`src/logic/aoirq_pkg.sv`:
```
// Package with register map, field layout, reset values and timing constants.
package aoirq_pkg;
   localparam logic [3:0]  ADDR_STATUS      = 4'h1;
   localparam logic [3:0]  ADDR_IRQ_ENABLE  = 4'h2;
   localparam logic [3:0]  ADDR_CONFIG      = 4'h3;
   localparam logic [15:0] IRQ_ENABLE_RESET = 16'h0000;
   localparam logic [15:0] IRQ_ENABLE_WMASK = 16'hFF1F;
   localparam logic [15:0] CONFIG_RESET     = 16'h0001;
   localparam logic [15:0] CONFIG_WMASK     = 16'hFDFF;
   localparam logic [15:0] STATUS_RESET     = 16'h0000;
   localparam logic [15:0] STATUS_COR_MASK  = 16'hF027;
   localparam int          COMP_LSB         = 12;
   localparam int          OVC_LSB          = 8;
   localparam int          THSHDN_BIT       = 5;
   localparam int          THWRNG_BIT       = 4;
   localparam int          HVDD_BIT         = 3;
   localparam int          TMOUT_BIT        = 2;
   localparam int          GPIO_BIT         = 1;
   localparam int          CRC_BIT          = 0;
   localparam int          LATCH_LSB        = 12;
   localparam int          CMP_MODE_LSB     = 10;
   localparam int          REF_SEL_BIT      = 8;
   localparam int          TMO_SEL_LSB      = 4;
   localparam int          TMO_RST_BIT      = 3;
   localparam int          TMO_EN_BIT       = 2;
   localparam int          OVC_RESP_BIT     = 1;
   localparam int          CRC_EN_BIT       = 0;
   localparam int          FRAME_BITS_CRC   = 32;
   localparam int          FRAME_BITS_PLAIN = 24;
   localparam logic [1:0]  CMP_OFF          = 2'h0;
   localparam logic [1:0]  CMP_RISE         = 2'h1;
   localparam logic [1:0]  CMP_FALL         = 2'h2;
   localparam logic [1:0]  CMP_LIVE         = 2'h3;
   localparam int          CLK_MHZ          = 125;
   localparam int          TMO_STEP_US      = 100000;
   localparam int          RETRY_PERIOD_US  = 8000;
   localparam int          RETRY_ON_US      = 400;
   localparam int          TMO_STEP_CYC     = TMO_STEP_US * CLK_MHZ;
   localparam int          RETRY_PERIOD_CYC = RETRY_PERIOD_US * CLK_MHZ;
   localparam int          RETRY_ON_CYC     = RETRY_ON_US * CLK_MHZ;
endpackage : aoirq_pkg

```
`src/logic/aoirq_ovc_retry.sv`:
```
// Per-channel automatic overcurrent power-down and retry sequencer.
`timescale 1ns/1ps
module aoirq_ovc_retry #(
   parameter int RETRY_PERIOD_CYC = aoirq_pkg::RETRY_PERIOD_CYC,
   parameter int RETRY_ON_CYC     = aoirq_pkg::RETRY_ON_CYC
) (
   input  wire logic clk,
   input  wire logic rst_n,
   input  wire logic auto_mode,
   input  wire logic fault,
   input  wire logic host_restart,
   output logic      amp_on
);
   typedef enum logic [1:0] {S_ON, S_OFF, S_TRY, S_HOLD} aoirq_ovc_state_t;
   aoirq_ovc_state_t state_q, state_d;
   logic [31:0]      cnt_q, cnt_d;

   // Next state: off after a fault, powered briefly at each retry slot.
   always_comb begin
      state_d = state_q;
      cnt_d   = cnt_q + 32'h1;
      unique case (state_q)
         S_ON: begin
            cnt_d = 32'h0;
            if (fault) begin
               state_d = auto_mode ? S_OFF : S_HOLD;
            end
         end
         S_OFF: begin
            if (cnt_q >= 32'(RETRY_PERIOD_CYC - 1)) begin // [RULE_16]
               state_d = S_TRY;
               cnt_d   = 32'h0;
            end
         end
         S_TRY: begin
            if (cnt_q >= 32'(RETRY_ON_CYC - 1)) begin // [RULE_16]
               cnt_d   = 32'h0;
               state_d = fault ? S_OFF : S_ON;
            end
         end
         S_HOLD: begin
            cnt_d = 32'h0;
            if (host_restart) begin
               state_d = S_ON;
            end
         end
      endcase
   end

   // State registers.
   always_ff @(posedge clk) begin
      if (!rst_n) begin
         state_q <= S_ON;
         cnt_q   <= 32'h0;
      end else begin
         state_q <= state_d;
         cnt_q   <= cnt_d;
      end
   end

   assign amp_on = (state_q == S_ON) || (state_q == S_TRY); // [RULE_16]
endmodule : aoirq_ovc_retry

```
`src/logic/aoirq_top.sv`:
```
// Interrupt status, enable and configuration registers of the output device.
// Notes on behaviour
// [RULE_01] GPIO edge sets bit 1, read clears.
// [RULE_02] CRC failure sets bit 0, read clears.
// [RULE_03] Enable bits 15:12 gate comparator flags.
// [RULE_04] Enable bits 11:8 gate overcurrent flags.
// [RULE_05] Enable bit 4 gates thermal warning.
// [RULE_06] Enable bit 3 gates supply-low flag.
// [RULE_07] Enable bit 2 gates link time-out.
// [RULE_08] Enable bit 1 gates GPIO edge.
// [RULE_09] Enable bit 0 gates CRC error.
// [RULE_10] Latch bit 0: update only on load.
// [RULE_11] Latch bit 1: data passes straight through.
// [RULE_12] Bits 11:10 select comparator reporting mode.
// [RULE_13] Bit 8 picks internal or external reference.
// [RULE_14] CRC enable selects 32-bit, else 24-bit frames.
// [RULE_15] Time-out period is (code+1) times 100ms.
// [RULE_16] Auto overcurrent retries 400us every 8ms; the sequencer stays off 8ms before each 400us try, so tries recur every 8.4ms.
// [RULE_17] Time-out monitor runs only when enabled.
// [RULE_18] Pin low while any enabled flag set.
// [RULE_19] Event during clearing read keeps flag.
// [RULE_20] Reserved bits read zero, ignore writes.
`timescale 1ns/1ps
module aoirq_top #(
   parameter int TMO_STEP_CYC     = aoirq_pkg::TMO_STEP_CYC,
   parameter int RETRY_PERIOD_CYC = aoirq_pkg::RETRY_PERIOD_CYC,
   parameter int RETRY_ON_CYC     = aoirq_pkg::RETRY_ON_CYC
) (
   input  wire logic        clk,
   input  wire logic        rst_n,
   input  wire logic        reg_wr,
   input  wire logic        reg_rd,
   input  wire logic [3:0]  reg_addr,
   input  wire logic [15:0] reg_wdata,
   output logic      [15:0] reg_rdata,
   input  wire logic        frame_done,
   input  wire logic        frame_crc_bad,
   input  wire logic        gpio_edge,
   input  wire logic [3:0]  comparator_out,
   input  wire logic [3:0]  overcurrent_det,
   input  wire logic        thermal_shutdown_det,
   input  wire logic        thermal_warning_det,
   input  wire logic        hv_supply_low_det,
   input  wire logic [3:0]  latch_load_trigger,
   input  wire logic        load_pin_n,
   input  wire logic [3:0]  data_write,
   output logic      [3:0]  dac_update,
   output logic             comparators_on,
   output logic             ext_ref_sel,
   output logic      [5:0]  frame_bits,
   output logic      [3:0]  amp_on,
   output logic             soft_reset_req,
   output logic             int_n
);
   logic [15:0] ien_q, ien_d;
   logic [15:0] cfg_q, cfg_d;
   logic [15:0] sts_q, sts_d;
   logic [3:0]  cmp_q, cmp_d;
   logic [31:0] tmo_cnt_q, tmo_cnt_d;
   logic [3:0]  dac_upd_q, dac_upd_d;
   logic [15:0] events;
   logic [15:0] rd_clear;
   logic        tmo_event;
   logic [1:0]  cmp_mode;
   logic        ien_wr, cfg_wr, sts_rd;

   // Masked register write helper, keeps reserved bits at zero.
   function automatic logic [15:0] masked_write(input logic [15:0] old_v,
                                                input logic [15:0] new_v,
                                                input logic [15:0] mask);
      masked_write = (old_v & ~mask) | (new_v & mask);
   endfunction : masked_write

   assign ien_wr   = reg_wr && (reg_addr == aoirq_pkg::ADDR_IRQ_ENABLE);
   assign cfg_wr   = reg_wr && (reg_addr == aoirq_pkg::ADDR_CONFIG);
   assign sts_rd   = reg_rd && (reg_addr == aoirq_pkg::ADDR_STATUS);
   assign cmp_mode = cfg_q[aoirq_pkg::CMP_MODE_LSB +: 2];

   // Enable and configuration register next values.
   always_comb begin
      ien_d = ien_q;
      cfg_d = cfg_q;
      if (ien_wr) begin
         ien_d = masked_write(ien_q, reg_wdata,
                              aoirq_pkg::IRQ_ENABLE_WMASK); // [RULE_20]
      end
      if (cfg_wr) begin
         cfg_d = masked_write(cfg_q, reg_wdata,
                              aoirq_pkg::CONFIG_WMASK); // [RULE_20]
      end
   end

   // Link time-out counter, restarted by every completed frame, whether its checksum is good or bad.
   always_comb begin
      tmo_cnt_d = tmo_cnt_q + 32'h1;
      tmo_event = 1'b0;
      if (!cfg_q[aoirq_pkg::TMO_EN_BIT] || frame_done) begin // [RULE_17]
         tmo_cnt_d = 32'h0;
      end else if (tmo_cnt_q >= 32'(TMO_STEP_CYC) *
                   (32'(cfg_q[aoirq_pkg::TMO_SEL_LSB +: 4]) + 32'h1)
                   - 32'h1) begin // [RULE_15]
         tmo_cnt_d = 32'h0;
         tmo_event = 1'b1;
      end
   end

   // Comparator event capture per reporting mode.
   always_comb begin
      cmp_d = comparator_out;
      events = 16'h0000;
      unique case (cmp_mode) // [RULE_12]
         aoirq_pkg::CMP_OFF:  events[aoirq_pkg::COMP_LSB +: 4] = 4'h0;
         aoirq_pkg::CMP_RISE: events[aoirq_pkg::COMP_LSB +: 4] =
                                 comparator_out & ~cmp_q;
         aoirq_pkg::CMP_FALL: events[aoirq_pkg::COMP_LSB +: 4] =
                                 ~comparator_out & cmp_q;
         aoirq_pkg::CMP_LIVE: events[aoirq_pkg::COMP_LSB +: 4] = 4'h0;
      endcase
      events[aoirq_pkg::OVC_LSB +: 4]    = overcurrent_det;
      events[aoirq_pkg::THSHDN_BIT]      = thermal_shutdown_det;
      events[aoirq_pkg::TMOUT_BIT]       = tmo_event;
      events[aoirq_pkg::GPIO_BIT]        = gpio_edge; // [RULE_01]
      events[aoirq_pkg::CRC_BIT]         = frame_crc_bad && // [RULE_02]
                                           cfg_q[aoirq_pkg::CRC_EN_BIT];
   end

   // Status flags: sticky bits clear on read, level bits follow condition.
   always_comb begin
      rd_clear = sts_rd ? (sts_q & aoirq_pkg::STATUS_COR_MASK) : 16'h0000;
      if (!cfg_q[aoirq_pkg::OVC_RESP_BIT]) begin
         rd_clear[aoirq_pkg::OVC_LSB +: 4] = 4'h0;
      end else if (sts_rd) begin
         rd_clear[aoirq_pkg::OVC_LSB +: 4] = sts_q[aoirq_pkg::OVC_LSB +: 4];
      end
      sts_d = (sts_q & ~rd_clear) | events; // [RULE_19]
      if (!cfg_q[aoirq_pkg::OVC_RESP_BIT]) begin
         sts_d[aoirq_pkg::OVC_LSB +: 4] = overcurrent_det;
      end
      if (cmp_mode == aoirq_pkg::CMP_LIVE) begin
         sts_d[aoirq_pkg::COMP_LSB +: 4] = comparator_out;
      end
      sts_d[aoirq_pkg::THWRNG_BIT] = thermal_warning_det;
      sts_d[aoirq_pkg::HVDD_BIT]   = hv_supply_low_det;
   end

   // Per-channel DAC latch update strobes.
   always_comb begin
      for (int i = 0; i < 4; i++) begin
         if (cfg_q[aoirq_pkg::LATCH_LSB + i]) begin
            dac_upd_d[i] = data_write[i]; // [RULE_11]
         end else begin
            dac_upd_d[i] = latch_load_trigger[i] || !load_pin_n; // [RULE_10]
         end
      end
   end

   // Register stage for all groups of state.
   always_ff @(posedge clk) begin
      if (!rst_n) begin
         ien_q     <= aoirq_pkg::IRQ_ENABLE_RESET;
         cfg_q     <= aoirq_pkg::CONFIG_RESET;
         sts_q     <= aoirq_pkg::STATUS_RESET;
         cmp_q     <= 4'h0;
         tmo_cnt_q <= 32'h0;
         dac_upd_q <= 4'h0;
      end else begin
         ien_q     <= ien_d;
         cfg_q     <= cfg_d;
         sts_q     <= sts_d;
         cmp_q     <= cmp_d;
         tmo_cnt_q <= tmo_cnt_d;
         dac_upd_q <= dac_upd_d;
      end
   end

   // Read data mux, unmapped addresses return zero.
   always_comb begin
      unique case (reg_addr)
         aoirq_pkg::ADDR_STATUS:     reg_rdata = sts_q;
         aoirq_pkg::ADDR_IRQ_ENABLE: reg_rdata = ien_q; // [RULE_20]
         aoirq_pkg::ADDR_CONFIG:     reg_rdata = cfg_q; // [RULE_20]
         default:                    reg_rdata = 16'h0000;
      endcase
   end

   // Overcurrent sequencers, one per channel.
   for (genvar ch = 0; ch < 4; ch++) begin : g_ovc
      aoirq_ovc_retry #(
         .RETRY_PERIOD_CYC (RETRY_PERIOD_CYC),
         .RETRY_ON_CYC     (RETRY_ON_CYC)
      ) u_retry (
         .clk          (clk),
         .rst_n        (rst_n),
         .auto_mode    (!cfg_q[aoirq_pkg::OVC_RESP_BIT]),
         .fault        (overcurrent_det[ch]),
         .host_restart (ien_wr || cfg_wr),
         .amp_on       (amp_on[ch])
      );
   end

   // Configuration outputs toward the analog and serial blocks.
   assign dac_update     = dac_upd_q;
   assign comparators_on = (cmp_mode != aoirq_pkg::CMP_OFF); // [RULE_12]
   assign ext_ref_sel    = cfg_q[aoirq_pkg::REF_SEL_BIT]; // [RULE_13]
   assign frame_bits     = cfg_q[aoirq_pkg::CRC_EN_BIT] ?
                           6'(aoirq_pkg::FRAME_BITS_CRC) :
                           6'(aoirq_pkg::FRAME_BITS_PLAIN); // [RULE_14]
   assign soft_reset_req = sts_q[aoirq_pkg::TMOUT_BIT] &&
                           cfg_q[aoirq_pkg::TMO_RST_BIT];

   // Interrupt pin: low while any enabled flag is set.
   assign int_n = ~|(sts_q & // [RULE_18] [RULE_03] [RULE_04] [RULE_05]
                     ien_q); // [RULE_06] [RULE_07] [RULE_08] [RULE_09]
endmodule : aoirq_top

```
`config.mk`:
```
export PLATFORM = sky130hd
export DESIGN_NAME = aoirq_top
export DESIGN_NICKNAME = d
export VERILOG_FILES = /design/src/logic/aoirq_pkg.sv /design/src/logic/aoirq_ovc_retry.sv /design/src/logic/aoirq_top.sv
export SDC_FILE = /design/constraint.sdc
export NUM_CORES = 1
export LEC_CHECK = 0
export ABC_AREA = 1
export BUFFER_PORTS_ARGS = -buffer_cell sky130_fd_sc_hd__buf_4
export CAP_MARGIN = 20
export CORE_MARGIN = 2
export CORE_UTILIZATION = 56
export DETAILED_ROUTE_END_ITERATION = 12
export GPL_TIMING_DRIVEN = 0
export PLACE_DENSITY = 0.84
export SYNTH_ARGS = -nofsm -noshare
export SYNTH_HDL_FRONTEND = slang
export SYNTH_HIERARCHICAL = 1
export SYNTH_SLANG_ARGS = --single-unit
```
`constraint.sdc`:
```
create_clock -name clk -period 5.76 [get_ports clk]
set_clock_uncertainty 0.1 [all_clocks]
set_input_delay 1.152 -clock clk [delete_from_list [all_inputs] [get_ports clk]]
set_output_delay 1.152 -clock clk [all_outputs]
set_load 0.005 [all_outputs]
```
==> reports/metrics.yaml, run 1 <==
num-fill-cells: 1715
seq_area_frac_synth: 0.340
whs_path_depth: 1
final.setup.tns_ps: 0
clock_latency_ps: 510
ir_drop_v: 0.000221
die_w_um: 155
clk_pin_slew_worst_paths_ps: 60
ios: 81
start_kind: "register"
cts_buffers: 23
crit_path_max_incr_delay_ps: 560
wl_per_cell_um: 14.6
slew_viol_final: 0
rows: 55
wl_mm: 33.0
start_util: 0.569
clock-sinks: 218
grt-ovfl-total: 0
p_per_area_nw_per_um2: 228
period_share: 0.991
grt_pass1_vias: 11264
coreArea_um2: 22600
drc: 0
total_leakage_power_uw: 0.00669
port_buffers: 77
worst_slack_ps: 51.1
pre_cts_slack_ps: -1140
synth_area_per_cell_um2: 7.24
antenna_found_initial: 1
status: "finished, final reports clean"
synthDistinctLibCells: 41
drive_above_1_share: 0.202
yosysWarnings: 6
slew_headroom: 0.600
grt_max_degree: 16
arrival_ps: 6020
synth_flop_cell: "dfxtp_1"
r2r_cells: 30
cap_violations: 0
die_y_um: 155
rr_startpoint: "cfg_q[4]"
netlist_instances: 1773
vias: 11972
synthArstFlopShare: 0
final_cell_mix: "347 x nand2_1, 253 x inv_1, 215 x dfxtp_1"
grt_use_total: 0.262
min_period_ps: 5710
path_class: "reg -> reg"
vias_per_cell: 5.30
final_common_cell: "nand2_1"
worst-slew-pin-transition_ps: 595
path_max_fanout: 8
finalSetupViolations: 0
r2r-end: "tmo_cnt_q[7]"
firstDrtPassIters: 5
syn_to_final_growth_pct: 21.0
min_to: "tmo_cnt_q[0]"
multi_input_area_um2: 7990
seqCellArea_um2: 4380
r2r_setup_slack_ps: 50
ant_nets: 0
die_area_um2: 24100
grt_pass1_wl_mm: 52.4
synth_edf_count: 0
syn_area_um2: 12800
crit_slowest_cell: "fa_1"
clockBufferDepth: 3
routabilityCongestion: 0.931
ys_seq_elements: 218
min_from: "tmo_cnt_q[0]"
crit_path_end_kind: "register"
drt_iter0_drc: 884
fin_nets: 2093
dp_hpwl_mm: 24.0
rsz0062_at_grt: "true"
cts_root_buffer: "clkbuf_16"
hold_viol_final: 0
worstPathRequired_ps: 6070
fmax_ghz: 0.175
cts_tree: "built"
min_path_type: "reg -> reg"
ctsHtreeMaxLevel: 1
-- report_power, final --
part,internal [uW],total (uW),leakage [uW],switching (uW)
Sequential,1550,1570,0.00178,24.0
Combinational,201,513,0.00455,313
Clock,865,1440,0.000355,579
Total,2620,3530,0.00669,916
-- what timing repair did --
action / in CTS / in global routing
setup endpoints to repair: 33 / 33
gates resized for setup: 60 / 97
setup buffers: 13 / 19
pin swaps: 15 / 33
gates cloned: 3 / 0
hold buffers: 0 / 0
-- registers in the layout (all words and copies together) (netlist names) --
signal,flops
cmp_q,4
tmo_cnt_q,32
g_ovc.u_retry/state_q,8
g_ovc.u_retry/cnt_q,128
dac_update,4
sts_q,14
ien_q,13
cfg_q,15
-- logic make-up (layout without fill, tap and decap cells) --
| group | Yosys count | after routing | share of synthesized area |
|---|---|---|---|
| AOI/OAI and AO/OA | 177 | 177 | 0.0780 |
| adders and majority gates | 90 | 90 | 0.0965 |
| other | 5 | 52 | 0.00146 |
| DFF | 218 | 218 | 0.340 |
| xor gates and xnor gates | 86 | 86 | 0.0587 |
| and+or+nand+nor | 902 | 902 | 0.334 |
| buffers and inverters | 295 | 447 | 0.0910 |
-- critical path: cells and delay by family (launching register included) --
| kind | cells | cell delay [ps] |
|---|---|---|
| simple gates | 16 | 2040 |
| fa+ha+maj | 5 | 1990 |
| buf+inv | 7 | 680 |
| flops | 1 | 420 |
| xor+xnor | 1 | 210 |
| compound gates | 1 | 140 |
-- cells in the mapped netlist, types with 4 or more instances --
| cell type | instances | area, um^2 |
|---|---|---|
| nand3_2 | 11 | 110 |
| conb_1 | 5 | 18.8 |
| o21ai_2 | 8 | 70.1 |
| nor3b_1 | 14 | 105 |
| xor2_1 | 63 | 552 |
| nand3_1 | 90 | 450 |
| o221ai_1 | 12 | 105 |
| o21ai_1 | 9 | 45.0 |
| nand4_2 | 4 | 50.1 |
| a31oi_1 | 11 | 68.8 |
| nor2_4 | 15 | 169 |
| inv_2 | 5 | 18.8 |
| nor3_1 | 42 | 210 |
| nand3_4 | 4 | 70.1 |
| xnor2_1 | 23 | 201 |
| nor4_1 | 5 | 31.3 |
| a21oi_1 | 61 | 305 |
| nor4_2 | 5 | 62.6 |
| nor2_2 | 55 | 344 |
| buf_6 | 4 | 45.0 |
| nand2_1 | 365 | 1370 |
| a211oi_1 | 4 | 30.0 |
| nor3_2 | 6 | 60.1 |
| nand2_2 | 19 | 119 |
| dfxtp_1 | 218 | 4360 |
| o21ai_0 | 66 | 330 |
| and2_1 | 6 | 37.5 |
| ha_1 | 75 | 938 |
| clkbuf_1 | 12 | 45.0 |
| fa_1 | 15 | 300 |
| nor2_1 | 216 | 811 |
| inv_1 | 265 | 995 |
| buf_4 | 8 | 60.1 |
| nand4_1 | 44 | 275 |
-- layer usage --
metal  share of wire  vias to the layer above  global-route usage
met5               0                        -                   0
li1                -                     5983                   -
met2            0.49                      382               0.464
met3           0.061                       81              0.0365
met1            0.41                     5526               0.327
met4           0.034                        0              0.0939
-- stage by stage --
step	cell area, um^2	hold WS (ps)	total power (uW)	std cells	util
2_1_floorplan	13000	329	1890	1819	-
3_3_place_gp	13900	338	2000	2181	0.618
3_5_place_dp	13900	355	2020	2181	0.618
4_1_cts	15100	364	3490	2237	0.667
5_1_grt	15500	392	3670	2257	0.688
6_report	15500	366	3530	2257	0.688
-- area by class of cell --
type,count,share of cell area
timing repair buffer,112,0.0554
inverter,271,0.0669
buffer,24,0.0106
clock buffer,34,0.0417
antenna,1,0.000161
sequential,218,0.282
tap,285,0.0230
clock inverter,6,0.00556
multi-input combinational,1306,0.515
-- worst max-delay path by stage --
stage,from,endpoint,slack (ps),cells past startpoint
floorplan,cfg_q[4],tmo_cnt_q[18],70,31
global placement,cfg_q[4],tmo_cnt_q[18],-950,30
detailed placement,cfg_q[4],tmo_cnt_q[4],-1140,30
CTS,cfg_q[4],tmo_cnt_q[4],0.07,30
global route,cfg_q[4],tmo_cnt_q[7],-190,30
finish,cfg_q[4],tmo_cnt_q[7],50,30
(Power assumes the default switching activity.)
==> run 2, diff against run 1 <==
--- a/config.mk
+++ b/config.mk
@@ -9,10 +9,10 @@
 export BUFFER_PORTS_ARGS = -buffer_cell sky130_fd_sc_hd__buf_4
 export CAP_MARGIN = 20
 export CORE_MARGIN = 2
-export CORE_UTILIZATION = 56
+export CORE_UTILIZATION = 45
 export DETAILED_ROUTE_END_ITERATION = 12
 export GPL_TIMING_DRIVEN = 0
-export PLACE_DENSITY = 0.84
+export PLACE_DENSITY = 0.71
 export SYNTH_ARGS = -nofsm -noshare
 export SYNTH_HDL_FRONTEND = slang
 export SYNTH_HIERARCHICAL = 1
==> run 2 against run 1 <==
Compared with the run above: core utilization down 12 points; flip-flop and latch count stayed put; register-to-register slack gained 30 ps; first-iteration DRC count decreased by 34%; critical endpoint is now tmo_cnt_q[15]; highest routed layer unchanged.
==> reports/metrics.yaml, run 2 (synthesized netlist as in run 1, its figures left out) <==
ir_drop_v: 0.000229
swShare: 0.257
r2r_cells: 26
clockBufferDepth: 3
cts_tree: "built"
start_util: 0.459
die_y_um: 173
worstPathRequired_ps: 6110
min_period_ps: 5680
rr_startpoint: "cfg_q[4]"
drt_iter0_drc: 580
antennaDiodeCount: 0
final_cell_mix: "345 x nand2_1, 254 x inv_1, 215 x dfxtp_1"
r2r-end: "tmo_cnt_q[15]"
ctsHtreeMaxLevel: 1
hold_viol_final: 0
drive_above_1_share: 0.203
die_w_um: 173
fmax_ghz: 0.176
grt-ovfl-total: 0
grt_pass1_wl_mm: 52.8
p_int_uw: 2750
clock-sinks: 218
crit_family: "adder cells"
dp_hpwl_mm: 24.4
cts_buffers: 25
min_from: "tmo_cnt_q[0]"
cts_root_buffer: "clkbuf_16"
vias: 11665
whs_path_depth: 1
fin_nets: 2097
port_buffers: 77
grt_max_degree: 16
period_share: 0.986
crit_path_max_incr_delay_ps: 580
path_depth: 26
clock_latency_ps: 540
final.setup.tns_ps: 0
sequentialPowerShare: 0.425
p_per_area_nw_per_um2: 235
reg_top3: "g_ovc.u_retry/cnt_q x128, tmo_cnt_q x32, cfg_q x15"
finalSetupViolations: 0
cts_hold_buf: 0
worst-slew-pin-transition_ps: 574
ant_nets: 0
wl_mm: 32.1
grt_pass1_vias: 10979
arrival_ps: 6040
slew_headroom: 0.617
largest_reg_flops: 128
place_area_um2: 14100
routabilityCongestion: 0.924
path_class: "reg -> reg"
power_uw: 3700
clkPwrFrac: 0.444
r2r_setup_slack_ps: 80
grt_use_total: 0.210
drc: 0
slew_viol_final: 0
whs_ps: 365
vias_per_cell: 4.96
clk_pin_slew_worst_paths_ps: 60
top_register: "g_ovc.u_retry/cnt_q"
syn_to_final_growth_pct: 22.8
crit_path_end_kind: "register"
final_common_cell: "nand2_1"
combPwrFrac: 0.131
worst_slack_ps: 78.6
num-fill-cells: 2607
cp.buffers_inverters: 6
final_area_um2: 15800
total_leakage_power_uw: 0.00676
start_kind: "register"
rows: 61
antenna_found_initial: 0
min_to: "tmo_cnt_q[0]"
path_max_fanout: 8
rsz0062_at_grt: "true"
die_area_um2: 29900
ios: 81
wl_per_cell_um: 13.7
cap_violations: 0
status: "finished, final reports clean"
pre_cts_slack_ps: -1170
crit_slowest_cell: "fa_2"
min_path_type: "reg -> reg"
coreArea_um2: 27900
power_switching_uw: 952
firstDrtPassIters: 6
-- run 2: cell types whose count changed in the layout (fill, tap and decap cells not counted), sizes merged --
cell / change
clkbuf: +2
bufinv: +1
buf: +1
clkinv: +1
diode: -1
inv: +1
clkinvlp: -1
-- run 2: worst max path at each step --
stage / start / to / slack (ps)
2_1_floorplan: cfg_q[4] / tmo_cnt_q[18] / 70
3_3_place_gp: cfg_q[4] / tmo_cnt_q[6] / -1050
3_5_place_dp: cfg_q[4] / tmo_cnt_q[30] / -1170
4_1_cts: cfg_q[6] / tmo_cnt_q[15] / 4
5_1_grt: cfg_q[4] / tmo_cnt_q[15] / -160
6_report: cfg_q[4] / tmo_cnt_q[15] / 80
-- run 2: timing repair --
| action | in CTS | in global routing |
|---|---|---|
| gates resized for setup | 53 | 88 |
| gates cloned | 1 | 2 |
| setup endpoints to repair | 33 | 33 |
| buffers inserted | 18 | 16 |
| pin swaps | 11 | 31 |
-- run 2: layout make-up --
type | instances | area, um^2 | area share
plain buffers | 24 | 165 | 0.0105
clock inverters | 8 | 136 | 0.00865
flip-flops and latches | 218 | 4380 | 0.278
well taps | 378 | 473 | 0.0300
repair buffers | 114 | 878 | 0.0557
clock buffers | 35 | 723 | 0.0459
multi-input cells | 1306 | 7970 | 0.506
inverters | 271 | 1040 | 0.0659
-- run 2: power by group through the flow --
stage | clock network, uW | logic [uW] | registers, uW
after detailed placement | 0 | 416 | 1610
after floorplan | 0 | 288 | 1600
after global routing | 1740 | 545 | 1580
after global placement | 0 | 405 | 1610
after CTS | 1670 | 444 | 1570
final | 1640 | 487 | 1570
-- run 2: routing by layer --
metal | wire, um | GRT usage | vias up
li1 | - | - | 5983
met1 | 14000 | 0.269 | 5331
met2 | 15500 | 0.361 | 282
met3 | 1630 | 0.0310 | 69
met4 | 1040 | 0.0720 | 0
met5 | 0 | 0 | -
-- run 2: worst register-to-register path, stage by stage (launching register included) --
cell      delay (ps)
dfxtp_4          430
clkinv_8          90
nor3_4           230
xor2_4           230
inv_4             90
fa_2             510
fa_2             580
inv_4             60
fa_1             500
ha_4             350
nand2_4           80
nor2_4           140
nand3_2          110
nand4_1           90
nand2_1           80
nor2_2           170
nand3_2          100
inv_1             60
nand4_1          160
ha_1             330
buf_4            140
a21oi_2          120
o211ai_1         110
a21oi_2          230
nand3_4          210
buf_6            210
nor2_2           120
-- run 2: metrics by stage --
step	instances	util
floorplan	1819	-
global placement	2274	0.504
detailed placement	2274	0.504
CTS	2336	0.547
global route	2354	0.564
finish	2354	0.564
